**src/cpm_map.svh**
```systemverilog
`ifndef CPM_MAP_SVH
`define CPM_MAP_SVH

// clock period of CLK_SYS in ns
`define CLK_PERIOD_NS 10

// interval figures in ns
`define POR_TIME_NS 50000
`define SOFT_START_TIME_NS 1430000
`define EN_HOLD_TIME_NS 1000000
`define MODE_HOLD_MAX_NS 200000
`define MODE_RESET_TIME_NS 1000000000

// cycle counts: typical figures round up, maximum figures round down
`define POR_CYCLES ((`POR_TIME_NS + `CLK_PERIOD_NS - 1) / `CLK_PERIOD_NS)
`define SOFT_START_CYCLES ((`SOFT_START_TIME_NS + `CLK_PERIOD_NS - 1) / `CLK_PERIOD_NS)
`define EN_HOLD_CYCLES ((`EN_HOLD_TIME_NS + `CLK_PERIOD_NS - 1) / `CLK_PERIOD_NS)
`define MODE_HOLD_CYCLES (`MODE_HOLD_MAX_NS / `CLK_PERIOD_NS)
`define MODE_RESET_CYCLES ((`MODE_RESET_TIME_NS + `CLK_PERIOD_NS - 1) / `CLK_PERIOD_NS)

// register byte addresses
`define REG_CTRL_ADDR 12'h000
`define REG_STATUS_ADDR 12'h004

// control register fields and reset value
`define CTRL_DIM_BIT 0
`define CTRL_RESET 32'h00000001

// status register fields
`define STAT_MODE_LSB 0
`define STAT_LED_BIT 2
`define STAT_SOFT_BIT 3
`define STAT_HOLD_BIT 4
`define STAT_OT_BIT 5
`define STAT_EN_BIT 6
`define STAT_STATE_LSB 8

`endif

```
**src/cpm_pkg.sv**
```systemverilog
package cpm_pkg;
	// output mode of the charge pump
	typedef enum logic [1:0] {
		MODE_STANDBY = 2'h0,
		MODE_X1 = 2'h1,
		MODE_X15 = 2'h2,
		MODE_X2 = 2'h3
	} mode_t;

	// control sequence state
	typedef enum logic [1:0] {
		ST_POR = 2'h0,
		ST_STANDBY = 2'h1,
		ST_SOFT = 2'h2,
		ST_RUN = 2'h3
	} state_t;
endpackage

```
**src/bit_sync.sv**
```systemverilog
`timescale 1ns/1ps
`default_nettype none
module bit_sync #(
	parameter int WIDTH = 1
) (
	input wire logic clk,
	input wire logic rst_b,
	input wire logic [WIDTH-1:0] async_in,
	output logic [WIDTH-1:0] sync_out
);
	// refuse an empty bundle
	if (WIDTH < 1) begin : g_chk
		$error("bit_sync width must be at least one");
	end

	// two flops per bit; the first is read only by the second
	for (genvar i = 0; i < WIDTH; i++) begin : g_bit
		logic meta_reg;
		always_ff @(posedge clk or negedge rst_b) begin
			if (!rst_b) begin
				meta_reg <= 1'b0;
				sync_out[i] <= 1'b0;
			end else begin
				meta_reg <= async_in[i];
				sync_out[i] <= meta_reg;
			end
		end
	end
endmodule
`default_nettype wire

```
**src/charge_pump_mode_controller.sv**
```systemverilog
`timescale 1ns/1ps
`default_nettype none
`include "cpm_map.svh"
module charge_pump_mode_controller #(
	parameter int CNT_W = 27,
	parameter int unsigned POR_COUNT = `POR_CYCLES,
	parameter int unsigned SOFT_COUNT = `SOFT_START_CYCLES,
	parameter int unsigned HOLD_COUNT = `EN_HOLD_CYCLES,
	parameter int unsigned MHOLD_COUNT = `MODE_HOLD_CYCLES,
	parameter int unsigned MRESET_COUNT = `MODE_RESET_CYCLES
) (
	input wire logic CLK_SYS,
	input wire logic RST_B,
	input wire logic PSEL,
	input wire logic PENABLE,
	input wire logic PWRITE,
	input wire logic [11:0] PADDR,
	input wire logic [31:0] PWDATA,
	output logic [31:0] PRDATA,
	output logic PREADY,
	output logic PSLVERR,
	input wire logic ENABLE_PWM,
	input wire logic [3:0] LOW_CURRENT,
	input wire logic OT_HOT,
	input wire logic OT_COOL,
	output cpm_pkg::mode_t MODE,
	output logic LED_DRIVE,
	output logic BOOSTED_OUTPUT_EN
);
	import cpm_pkg::*;

	// synchronised pin levels
	logic [6:0] pins_s;
	logic en_s; // enable / PWM level
	logic [3:0] lc_s; // per-channel low-current flags
	logic hot_s; // above upper temperature threshold
	logic cool_s; // below lower temperature threshold

	// pins cross into the clock domain
	bit_sync #(
		.WIDTH(7)
	) u_sync (
		.clk(CLK_SYS),
		.rst_b(RST_B),
		.async_in({OT_COOL, OT_HOT, LOW_CURRENT, ENABLE_PWM}),
		.sync_out(pins_s)
	);
	assign en_s = pins_s[0];
	assign lc_s = pins_s[4:1];
	assign hot_s = pins_s[5];
	assign cool_s = pins_s[6];

	// state
	state_t state_reg, state_next; // control sequence
	mode_t mode_next; // next mode, MODE holds the current one
	logic led_reg, led_next; // LED channels allowed on
	logic en_d_reg; // enable one cycle ago
	logic lc_any_reg; // sampled OR of channel flags
	logic ot_reg, ot_next; // overtemperature shutdown latched
	logic por_go_reg; // power-on interval already launched
	logic dim_reg; // dimming-based current control in use

	// timer handshakes
	logic por_exp;
	logic ss_busy, ss_exp;
	logic hold_exp;
	logic mh_busy;
	logic mr_busy, mr_exp;

	// decoded conditions
	wire active = (state_reg == ST_SOFT) || (state_reg == ST_RUN);
	wire en_fall = en_d_reg && !en_s;
	wire in_run = (state_reg == ST_RUN);
	wire go_soft = (state_reg == ST_STANDBY) && en_s;
	wire step_ok = in_run && !mh_busy && dim_reg && lc_any_reg;
	wire mr_drop = mr_exp && in_run && (MODE != MODE_X1);
	wire active_next = (state_next == ST_SOFT) || (state_next == ST_RUN);

	// power-on interval, launched once after reset release
	interval_timer #(.CNT_W(CNT_W), .COUNT(POR_COUNT)) u_por (
		.clk(CLK_SYS),
		.rst_b(RST_B),
		.start(!por_go_reg),
		.clear(1'b0),
		.busy(),
		.expire(por_exp)
	);

	// soft start: launched only on standby exit, so toggling cannot restart it
	interval_timer #(.CNT_W(CNT_W), .COUNT(SOFT_COUNT)) u_soft (
		.clk(CLK_SYS),
		.rst_b(RST_B),
		.start(go_soft),
		.clear(!active),
		.busy(ss_busy),
		.expire(ss_exp)
	);

	// enable-low hold: reloads on every falling edge in soft start or run, dropped when enable returns
	interval_timer #(.CNT_W(CNT_W), .COUNT(HOLD_COUNT)) u_hold (
		.clk(CLK_SYS),
		.rst_b(RST_B),
		.start(active && en_fall),
		.clear(en_s || !active),
		.busy(),
		.expire(hold_exp)
	);

	// mode hold after a mode-reset step-down
	interval_timer #(.CNT_W(CNT_W), .COUNT(MHOLD_COUNT)) u_mhold (
		.clk(CLK_SYS),
		.rst_b(RST_B),
		.start(mr_drop),
		.clear(!in_run),
		.busy(mh_busy),
		.expire()
	);

	// periodic mode reset, free running while LEDs are lit
	interval_timer #(.CNT_W(CNT_W), .COUNT(MRESET_COUNT)) u_mreset (
		.clk(CLK_SYS),
		.rst_b(RST_B),
		.start(ss_exp || mr_exp),
		.clear(!in_run),
		.busy(mr_busy),
		.expire(mr_exp)
	);

	// sequence and mode stepping
	always_comb begin
		state_next = state_reg;
		mode_next = MODE;
		led_next = led_reg;
		unique case (state_reg)
			ST_POR: begin
				// wait out the power-on interval in standby
				if (por_exp) begin
					state_next = ST_STANDBY;
				end
			end
			ST_STANDBY: begin
				// enable high leaves standby, whether held or first rise
				if (en_s) begin
					state_next = ST_SOFT;
					mode_next = MODE_X15;
				end
			end
			ST_SOFT: begin
				// LEDs come on in pass-through when soft start ends
				if (ss_exp) begin
					state_next = ST_RUN;
					mode_next = MODE_X1;
					led_next = 1'b1;
				end
			end
			ST_RUN: begin
				if (mr_exp) begin
					// periodic step-down, one level only
					if (MODE == MODE_X2) begin
						mode_next = MODE_X15;
					end else if (MODE == MODE_X15) begin
						mode_next = MODE_X1;
					end
				end else if (step_ok) begin
					// one step up per evaluation
					if (MODE == MODE_X1) begin
						mode_next = MODE_X15;
					end else if (MODE == MODE_X15) begin
						mode_next = MODE_X2;
					end
				end
			end
		endcase
		// long enough low on enable returns to standby and clears mode and LEDs
		if (active && hold_exp) begin
			state_next = ST_STANDBY;
			mode_next = MODE_STANDBY;
			led_next = 1'b0;
		end
	end

	// overtemperature hysteresis: set above upper, cleared below lower
	assign ot_next = ot_reg ? !cool_s : hot_s;

	// control registers
	always_ff @(posedge CLK_SYS or negedge RST_B) begin
		if (!RST_B) begin
			state_reg <= ST_POR;
			MODE <= MODE_STANDBY;
			led_reg <= 1'b0;
			en_d_reg <= 1'b0;
			por_go_reg <= 1'b0;
			ot_reg <= 1'b0;
		end else begin
			state_reg <= state_next;
			MODE <= mode_next;
			led_reg <= led_next;
			en_d_reg <= en_s;
			por_go_reg <= 1'b1;
			ot_reg <= ot_next;
		end
	end

	// low-current flags: OR of channels, sampled, cleared outside run
	always_ff @(posedge CLK_SYS or negedge RST_B) begin
		if (!RST_B) begin
			lc_any_reg <= 1'b0;
		end else begin
			lc_any_reg <= in_run && (|lc_s);
		end
	end

	// output drivers: LED follows PWM, output stopped when hot
	always_ff @(posedge CLK_SYS or negedge RST_B) begin
		if (!RST_B) begin
			LED_DRIVE <= 1'b0;
			BOOSTED_OUTPUT_EN <= 1'b0;
		end else begin
			LED_DRIVE <= led_next && en_s;
			BOOSTED_OUTPUT_EN <= active_next && !ot_next;
		end
	end

	// register bus decode
	wire sel_ctrl = (PADDR == `REG_CTRL_ADDR);
	wire sel_stat = (PADDR == `REG_STATUS_ADDR);
	wire setup = PSEL && !PENABLE;
	wire wr_ctrl = PSEL && PENABLE && PREADY && PWRITE && sel_ctrl;
	wire [31:0] ctrl_word = {31'h00000000, dim_reg};
	wire [31:0] stat_word = {22'h000000, state_reg, 1'b0, en_s, ot_reg,
		mh_busy, ss_busy, led_reg, MODE};
	wire [31:0] rd_mux = sel_ctrl ? ctrl_word : (sel_stat ? stat_word : 32'h00000000);

	// reset word of the control register
	localparam logic [31:0] CTRL_INIT = `CTRL_RESET;

	// control register: dimming-based current control enable
	always_ff @(posedge CLK_SYS or negedge RST_B) begin
		if (!RST_B) begin
			dim_reg <= CTRL_INIT[`CTRL_DIM_BIT];
		end else if (wr_ctrl) begin
			dim_reg <= PWDATA[`CTRL_DIM_BIT];
		end
	end

	// answer in the access phase right after every setup cycle
	always_ff @(posedge CLK_SYS or negedge RST_B) begin
		if (!RST_B) begin
			PREADY <= 1'b0;
			PSLVERR <= 1'b0;
			PRDATA <= 32'h00000000;
		end else begin
			PREADY <= setup;
			// unmapped addresses answer with an error and zero data
			PSLVERR <= setup && !sel_ctrl && !sel_stat;
			PRDATA <= (setup && !PWRITE) ? rd_mux : 32'h00000000;
		end
	end
endmodule
`default_nettype wire

```
**src/interval_timer.sv**
```systemverilog
`timescale 1ns/1ps
`default_nettype none
module interval_timer #(
	parameter int CNT_W = 27,
	parameter int unsigned COUNT = 1
) (
	input wire logic clk,
	input wire logic rst_b,
	input wire logic start,
	input wire logic clear,
	output logic busy,
	output logic expire
);
	// the count must fit the counter and be at least one cycle
	if (COUNT < 1 || COUNT > (64'd1 << CNT_W)) begin : g_chk
		$error("interval_timer count does not fit its counter");
	end

	localparam logic [CNT_W-1:0] LOAD = CNT_W'(COUNT - 1);

	logic [CNT_W-1:0] cnt_reg; // cycles left minus one

	// start reloads and wins over clear; expire pulses COUNT edges after start
	always_ff @(posedge clk or negedge rst_b) begin
		if (!rst_b) begin
			cnt_reg <= '0;
			busy <= 1'b0;
			expire <= 1'b0;
		end else begin
			expire <= 1'b0;
			if (start) begin
				cnt_reg <= LOAD;
				busy <= 1'b1;
			end else if (clear) begin
				busy <= 1'b0;
			end else if (busy) begin
				if (cnt_reg == '0) begin
					busy <= 1'b0;
					expire <= 1'b1;
				end else begin
					cnt_reg <= cnt_reg - 1'b1;
				end
			end
		end
	end
endmodule
`default_nettype wire
```
**config.mk**
```make
export PLATFORM = sky130hd
export DESIGN_NAME = charge_pump_mode_controller
export DESIGN_NICKNAME = d
export VERILOG_FILES = /design/src/cpm_pkg.sv /design/src/bit_sync.sv /design/src/charge_pump_mode_controller.sv /design/src/interval_timer.sv
export VERILOG_INCLUDE_DIRS = /design/src
export SDC_FILE = /design/constraint.sdc
export NUM_CORES = 1
export LEC_CHECK = 0
export BUFFER_PORTS_ARGS = -buffer_cell sky130_fd_sc_hd__buf_4
export CORE_MARGIN = 4
export CORE_UTILIZATION = 55
export DETAILED_ROUTE_END_ITERATION = 7
export PLACE_DENSITY_LB_ADDON = 0.08
export SLEW_MARGIN = 20
export SYNTH_ARGS = -nofsm -noshare
export SYNTH_HDL_FRONTEND = slang
export SYNTH_SLANG_ARGS = --single-unit
```
**constraint.sdc**
```tcl
create_clock -name CLK_SYS -period 3.55 [get_ports CLK_SYS]
set_input_delay 0.71 -clock CLK_SYS [delete_from_list [all_inputs] [get_ports CLK_SYS]]
set_output_delay 0.71 -clock CLK_SYS [all_outputs]
set_load 0.01 [all_outputs]
```
==> impl_metrics.ini, run 1 <==
[floorplanning]
io_pins = 94
core_area_um2 = 16000
die-area_um2 = 18600
die_width_um = 136
die_y_um = 136
rows = 46
start_util = 0.566

[clocking]
cts_buffers = 17
root_buffer = clkbuf_16
cts_resized = 0
cts_setup_buffers = 0
cts_tree = built
clkTransAtPathRegs_ns = 0.07
clockBufferDepth = 2
hold_buffers = 0
cts_sinks = 181
htreeDepth = 4
clkLatencyLatePin_ns = 0.43

[placement]
pre_cts_ws_ns = 0.697
dp_hpwl_um = 13100
placed_cells = 1148
place_congestion = 0.829
io_buffer_count = 39
place_area_um2 = 9510

[timing]
rsz0062_at_grt = false
fin_skew_ns = 0.00740
setup_viol = 0
tightest_slew_ns = 1.07
min_period_ns = 2.87
tns_ns = 0
layout_worst_path_cycle_share = 0.809
fmaxAchievable_ghz = 0.348
final_hold_viol_count = 0
slew_headroom = 0.288
setup_ws_ns = 0.680
report.final.slew_viol_count = 0

[outcome]
status = finished, final reports clean

[route]
wl_um = 19300
routedWlPerCell_um = 16.4
drt_pass1_iterations = 4
vias_per_cell = 6.11
detail_route.iter0.violations = 430
drc_errors = 0
vias = 7204
drt.antenna.violating_nets = 0

[global_route]
grt-ovfl-total = 0
grtUsageTotal = 0.220
grt_pass1_wl_um = 33200
grt_pass1_vias = 7203
grt_max_degree = 69
antenna_found_initial = 0

[yosys]
netlist_instances = 917
yosysUniqueCellTypes = 62
netlist_top_cells_area = dfrtp_1 50%, or4_1 4.1%, o31ai_1 3.5%, or3_1 3.5%, nor4_1 3.2%
netlist_area_um2 = 9050
ys.flop_type = dfrtp_1
yosysTopAreaCell = dfrtp_1
synth_edf_count = 0
ys_seq_area_frac = 0.501
netlist.area_leader.share = 0.498
async_reset_ff_frac = 1.00
postSynthAreaPerCell_um2 = 9.87
ys_ff_latch = 181
yosysWarnings = 0

[finish]
area_delta_synth_final_pct = 11.9
regArea_um2 = 4530
layout.nets = 1012
drive_above_1_share = 0.113
num_antenna_cells = 0
fin_util = 0.633
multi_input_area_um2 = 4220
design_area_um2 = 10100
fillers = 1341
fin_cells = 1180

[job]
drv_cap = 0

[power]
power.leakage_nw = 4.86
p_per_area_nw_per_um2 = 437
peakVddDrop_mv = 0.354

[critical_path]
critPathCaptureType = register
crit_path_start_kind = register
arrival_ns = 3.23
crit_required_ns = 3.91
path_max_fanout = 7
path_class = reg2reg

[hold_path]
hp-class = in2async
[report_power, final]
group / total (mW) / leakage, nW / internal, mW / switching, mW
sequential: 2.14 / 2.44 / 2.10 / 0.0438
combinational: 0.323 / 2.13 / 0.104 / 0.220
clock: 1.96 / 0.297 / 1.13 / 0.822
[worst paths after layout]
check                                      to  slack (ns)                     start  depth (start not counted)
min in group CLK_SYS       u_sync.sync_out[6]        0.35  u_sync.g_bit[6].meta_reg                          0
max reg2reg                 u_por.cnt_reg[24]        0.68         u_por.cnt_reg[13]                          5
max in group asynchronous  u_hold.cnt_reg[14]        2.41                     RST_B                          2
min                        u_sync.sync_out[1]        0.29                     RST_B                          1
min reg2reg                u_sync.sync_out[6]        0.35  u_sync.g_bit[6].meta_reg                          0
max                         u_por.cnt_reg[24]        0.68         u_por.cnt_reg[13]                          5
[metal layers]
metal  share of wire  vias up  track usage
met4           0.010        0       0.0566
met5               0        -            0
met1            0.44     3579        0.279
met3           0.040       15       0.0548
li1                -     3462            -
met2            0.51      148        0.378
[cells in the mapped netlist (5+ instances only)]
cell	n
and2_1	12
xnor2_1	20
a211oi_1	7
buf_4	23
a21oi_1	39
nand3_1	27
nor3_1	22
a21boi_0	11
and3_1	7
clkbuf_1	34
o41ai_1	6
dfrtp_1	180
o21ai_0	36
nor2_1	48
inv_1	20
or4_1	50
o211ai_1	14
nor4_1	47
nand2_1	74
nand2b_1	14
xor2_1	18
o31ai_1	42
or3_1	50
nand4_1	15
ha_1	5
mux2i_1	12
or2_2	10
[through the flow]
| stage | total power, mW | hold WS (ns) |
|---|---|---|
| detailed placement | 2.50 | 0.335 |
| finish | 4.42 | 0.286 |
| floorplan | 2.39 | 0.331 |
| CTS | 4.46 | 0.296 |
| global placement | 2.48 | 0.335 |
| global route | 4.60 | 0.317 |
[worst max-delay path: stages (launching register included)]
cell and delay [ns]:
dfrtp_1 0.39, or4_1 0.64, or4_4 0.50, or4_1 0.67, or4_1 0.45, a21boi_1 0.15
[logic make-up after synthesis]
family / share of synthesized area
other: 0.000830
XOR/XNOR: 0.0368
adder cells (fa/ha/maj): 0.00691
flip-flops: 0.501
AND/OR/NAND/NOR: 0.258
buffers and inverters: 0.0434
multiplexers: 0.0158
AO/OA/AOI/OAI: 0.138
[final cells by class]
type                            count  area share
Sequential cell                   181       0.447
Inverter                           20     0.00741
Timing Repair Buffer               54      0.0416
Clock buffer                       18      0.0434
Clock inverter                     14      0.0174
Tap cell                          216      0.0267
Multi-Input combinational cell    677       0.416
[layout by cell type, fill, tap and decap left out, types with 4 or more instances in the layout]
| cell type | count |
|---|---|
| dfrtp_1 | 180 |
| nand2_1 | 74 |
| buf_4 | 52 |
| or3_1 | 50 |
| or4_1 | 50 |
| nor2_1 | 48 |
| nor4_1 | 47 |
| o31ai_1 | 42 |
| a21oi_1 | 39 |
| o21ai_0 | 36 |
| nand3_1 | 27 |
| conb_1 | 24 |
| nor3_1 | 22 |
| inv_1 | 20 |
| xnor2_1 | 20 |
| xor2_1 | 18 |
| clkbuf_16 | 17 |
| nand4_1 | 15 |
| nand2b_1 | 14 |
| o211ai_1 | 14 |
| and2_1 | 12 |
| mux2i_1 | 12 |
| a21boi_0 | 11 |
| or2_2 | 10 |
| and3_1 | 7 |
| a211oi_1 | 7 |
| o41ai_1 | 6 |
| ha_1 | 5 |
| nor4b_1 | 4 |
| nor2b_1 | 4 |
| nand3b_1 | 4 |
| and4_1 | 4 |
| o311ai_0 | 4 |
| nand4b_1 | 4 |
| o2111ai_1 | 4 |
| clkinv_4 | 4 |
No activity file was read; power rests on OpenSTA's default activity.
==> run 2: changes to the inputs <==
--- a/config.mk
+++ b/config.mk
@@ -8,7 +8,7 @@
 export LEC_CHECK = 0
 export BUFFER_PORTS_ARGS = -buffer_cell sky130_fd_sc_hd__buf_4
 export CORE_MARGIN = 4
-export CORE_UTILIZATION = 55
+export CORE_UTILIZATION = 54
 export DETAILED_ROUTE_END_ITERATION = 7
 export PLACE_DENSITY_LB_ADDON = 0.08
 export SLEW_MARGIN = 20
==> constraint.sdc (replaced) <==
create_clock -name CLK_SYS -period 2.6 [get_ports CLK_SYS]
set_input_delay 0.52 -clock CLK_SYS [delete_from_list [all_inputs] [get_ports CLK_SYS]]
set_output_delay 0.52 -clock CLK_SYS [all_outputs]
set_load 0.01 [all_outputs]
==> run 2 against run 1 <==
  * Clock power up 33%
  * Final area is 3.0% higher
  * Clock-buffer cell count increased by 1
  * Core utilization fell by 0.16 points
  * Sequential power rose by 36%
  * Clock skew grew 0.0027 ns
  * Maximum frequency grew 10%
==> impl_metrics.ini, run 2 (synthesis gave the netlist of run 1 again) <==
[outcome]
status = finished, final reports clean

[critical_path]
reg2reg_slack_ns = 0.002
rr_worst_depth = 5
critPathCaptureType = register
path_max_fanout = 7
cpLargestDelayFamily = simple AND/OR/NAND/NOR gates
arrival_ns = 2.95
crit_required_ns = 2.96
cp.depth = 5
cp_slowest_cell = or4_4
path_class = reg2reg
crit_path_start_kind = register
path_common_cell = or4_4
cpPeakStageDelay_ns = 0.58
path_cells = or4_4 -> or4_4 -> or4_4 -> or4_4 -> a21boi_2
path_buf_inv = 0

[timing]
setup_viol = 0
fin_skew_ns = 0.0101
min_period_ns = 2.60
hold_slack_ns = 0.0448
fmaxAchievable_ghz = 0.385
setup_ws_ns = 0.00211
report.final.slew_viol_count = 0
rsz0062_at_grt = true
tightest_slew_ns = 0.650
slew_headroom = 0.565
final_hold_viol_count = 0
tns_ns = 0
layout_worst_path_cycle_share = 0.999

[clocking]
clockBufferDepth = 2
root_buffer = clkbuf_16
cts_sinks = 181
clkTransAtPathRegs_ns = 0.07
cts_buffers = 17
cts_tree = built
htreeDepth = 4
hold_buffers = 0
clkLatencyLatePin_ns = 0.43

[global_route]
antenna_found_initial = 0
met3_usage = 0.0369
grt-ovfl-total = 0
grt_pass1_vias = 7076
gr-max-usage-layer = met2
grt.met2_usage = 0.361
grtUsageTotal = 0.220
grtUsageMet1 = 0.296
grt_pass1_wl_um = 33600
grt_max_degree = 69

[route]
routedWlPerCell_um = 16.2
drc_errors = 0
drt.antenna.violating_nets = 0
drt_pass1_iterations = 5
wl_um = 19800
detail_route.iter0.violations = 443
vias_per_cell = 6.06
vias = 7409

[floorplanning]
die_width_um = 137
die_y_um = 137
start_util = 0.548
io_pins = 94
rows = 47
die-area_um2 = 18900
core_area_um2 = 16500

[job]
drv_cap = 0

[finish]
regArea_um2 = 4530
multi_input_area_um2 = 4240
design_area_um2 = 10400
fin_util = 0.631
fillers = 1336
num_antenna_cells = 0
mostFrequentLayoutCell = dfrtp_1
fin_cells = 1222
drive_above_1_share = 0.154
mostFrequentLayoutCells = 180 x dfrtp_1, 89 x buf_4, 74 x nand2_1
layout.nets = 1050
area_delta_synth_final_pct = 15.3

[placement]
dp_hpwl_um = 13600
placed_cells = 1189
place_congestion = 0.849
place_area_um2 = 9800
io_buffer_count = 39
pre_cts_ws_ns = -0.0763

[hold_path]
hp-class = in2async

[power]
total_power_mw = 6.00
p_per_area_nw_per_um2 = 575
peakVddDrop_mv = 0.466
power.leakage_nw = 5.05
[run 2: cell count changes in the layout (fill, tap and decap cells not counted), sizes merged]
cell	previous run	this run
buf	54	92
clkinv	6	4
bufinv	3	2
clkbuf	18	19
clkinvlp	2	3
inv	23	24
[run 2: what timing repair did]
| action | CTS | global route |
|---|---|---|
| endpoints found under the setup margin | 5 | 8 |
| resized for setup | 2 | 8 |
| cloned | 0 | 0 |
| setup buffers | 1 | 0 |
| pin swaps | 1 | 2 |
[run 2: layout make-up]
class / count / area share
clock buffers: 19 / 0.0434
well taps: 220 / 0.0264
flip-flops and latches: 181 / 0.434
clock inverters: 13 / 0.0139
multi-input cells: 677 / 0.407
inverters: 20 / 0.00720
repair buffers: 92 / 0.0681
[run 2: path summary, 6_finish.rpt]
path	start	end
min	RST_B	u_mhold.cnt_reg[25]
min reg2reg	u_sync.g_bit[0].meta_reg	u_sync.sync_out[0]
min in group CLK_SYS	LOW_CURRENT[2]	u_sync.g_bit[3].meta_reg
max reg2reg	u_por.cnt_reg[13]	u_por.cnt_reg[22]
max in group asynchronous	RST_B	u_mhold.cnt_reg[26]
max	u_por.cnt_reg[13]	u_por.cnt_reg[22]
[run 2: worst reg2reg max path, cell delays in order (launching register included)]
cell and delay [ns]:
dfrtp_1 0.40, or4_4 0.54, or4_4 0.43, or4_4 0.58
or4_4 0.44, a21boi_2 0.14
[run 2: metal layers]
metal | share of wire | wire length [um]
met1 | 0.45 | 8830
met2 | 0.50 | 9800
met3 | 0.044 | 869
met4 | 0.015 | 291
met5 | 0 | 0
[run 2: power breakdown]
part,switching [mW],total [mW],internal (mW)
clock network,1.12,2.60,1.48
registers,0.0510,2.92,2.87
logic,0.310,0.484,0.174
==> run 3: changes to the inputs <==
==> constraint.sdc (replaced) <==
create_clock -name CLK_SYS -period 2.2 [get_ports CLK_SYS]
set_input_delay 0.44 -clock CLK_SYS [delete_from_list [all_inputs] [get_ports CLK_SYS]]
set_output_delay 0.44 -clock CLK_SYS [all_outputs]
set_load 0.01 [all_outputs]
==> run 3 against run 2 <==
  * The flow now finishes with violations (setup timing)
  * Non-clock buffer count is 91 higher
  * Final area up 13%
  * Critical path depth did not move
  * Hold slack better by 0.056 ns
  * Via count grew 5.3%
  * Cell count is 7.5% higher
==> impl_metrics.ini, run 3 (synthesis gave the netlist of run 1 again) <==
[floorplanning]
die_y_um = 137
die_width_um = 137
die-area_um2 = 18900
start_util = 0.548
io_pins = 94
core_area_um2 = 16500
rows = 47

[timing]
final_hold_viol_count = 0
report.final.slew_viol_count = 0
hold_slack_ns = 0.101
fin_skew_ns = 0.00967
slew_headroom = 0.534
tightest_slew_ns = 0.692
min_period_ns = 2.60
setup_viol = 38
fmaxAchievable_ghz = 0.385
layout_worst_path_cycle_share = 1.18
rsz0062_at_grt = true
setup_ws_ns = -0.398

[power]
total_power_mw = 7.18
peakVddDrop_mv = 0.589
p_per_area_nw_per_um2 = 607
power.leakage_nw = 5.60

[global_route]
antenna_found_initial = 0
grt_max_degree = 58
grt_pass1_vias = 7729
grt-ovfl-total = 0
grtUsageTotal = 0.241
grt_pass1_wl_um = 36700

[finish]
area_delta_synth_final_pct = 30.7
layout.nets = 1142
design_area_um2 = 11800
num_antenna_cells = 0
drive_above_1_share = 0.303
fin_util = 0.716
mostFrequentLayoutCell = dfrtp_1
mostFrequentLayoutCells = 180 x dfrtp_1, 160 x buf_4, 73 x nand2_1

[clocking]
clockBufferDepth = 2
clkTransAtPathRegs_ns = 0.07
cts_tree = built
cts_buffers = 17
root_buffer = clkbuf_16
clkLatencyLatePin_ns = 0.44
cts_sinks = 181
htreeDepth = 4

[placement]
place_area_um2 = 10500
io_buffer_count = 39
place_congestion = 0.847
pre_cts_ws_ns = -0.449
dp_hpwl_um = 14800

[route]
routedWlPerCell_um = 17.1
drc_errors = 0
highest_layer = met4
vias = 7799
wl_met2_um = 11800
vias_per_cell = 5.94
drt.antenna.violating_nets = 0
drt_pass1_iterations = 5
wl_um = 22500
met1_length_um = 9460
detail_route.iter0.violations = 525
wl_met3_um = 860

[critical_path]
crit_required_ns = 2.56
rr_worst_depth = 5
path_class = reg2reg
critPathCaptureType = register
path_cells = or4_4 -> or4_4 -> or4_4 -> or4_1 -> a21boi_1
cpPeakStageDelay_ns = 0.56
arrival_ns = 2.96
cp-startpoint = u_por.cnt_reg[6]
cp.depth = 5
path_common_cell = or4_4
cpLargestDelayFamily = simple AND/OR/NAND/NOR gates
crit_end = u_por.cnt_reg[22]
crit_path_start_kind = register
reg2reg_slack_ns = -0.40
path_max_fanout = 5
r2r_end = u_por.cnt_reg[22]
crit-reg2reg-launch = u_por.cnt_reg[6]
cp_slowest_cell = or4_4
path_buf_inv = 0

[job]
drv_cap = 0

[outcome]
violations = setup timing
status = complete, but fails checks

[hold_path]
hp-class = in2reg
run 3: cell types whose count changed in the layout (fill, tap and decap cells not counted), moves of 7 or more:
cell / previous run / this run
o21ai_0: 36 / 27
buf_4: 89 / 160
or4_4: 6 / 21
nor4_1: 46 / 28
or4_1: 46 / 31
or3_1: 50 / 42
nor4_2: 1 / 13
buf_6: 2 / 15
o31ai_1: 42 / 35
a21boi_0: 9 / 0
or3_4: 0 / 8
run 3: how the worst min path moves through the flow:
stage,start,end,slack [ns],cells after the start
floorplan,RST_B,BOOSTED_OUTPUT_EN,0.14,0
global placement,u_sync.g_bit[2].meta_reg,u_sync.sync_out[2],0.33,0
detailed placement,u_sync.g_bit[2].meta_reg,u_sync.sync_out[2],0.34,0
CTS,ENABLE_PWM,u_sync.g_bit[0].meta_reg,0.09,1
global route,OT_COOL,u_sync.g_bit[6].meta_reg,0.09,1
finish,ENABLE_PWM,u_sync.g_bit[0].meta_reg,0.10,1
run 3: what timing repair did:
| action | CTS | global route |
|---|---|---|
| endpoints found under the setup margin | 55 | 84 |
| gates cloned | 2 | 0 |
| endpoints found under the hold margin | 26 | 0 |
| setup buffers | 14 | 11 |
| pin swaps | 25 | 34 |
| gates resized for setup | 49 | 91 |
| hold buffers | 1 | 0 |
run 3: final cells by class:
type	instances	area [um2]
repair buffers	183	1520
clock inverters	13	136
flip-flops and latches	181	4530
multi-input cells	678	4840
well taps	220	275
clock buffers	19	453
fillers	1205	4700
inverters	20	75.1
run 3: per-layer routing:
metal,vias up,GRT usage
li1,3717,-
met1,3876,0.306
met2,169,0.413
met3,37,0.0435
met4,0,0.0876
met5,-,0
run 3: power breakdown:
group | leakage, nW | total (mW) | internal, mW | switching (mW)
logic | 2.88 | 0.678 | 0.280 | 0.398
registers | 2.44 | 3.45 | 3.39 | 0.0578
clock network | 0.282 | 3.05 | 1.66 | 1.39
run 3: through the flow:
stage	TNS [ns]	instances
after detailed placement	-6.82	1254
after global routing	-10.51	1314
final	-7.16	1314
after global placement	-5.00	1254
after CTS	-6.57	1303
after floorplan	-5.40	939
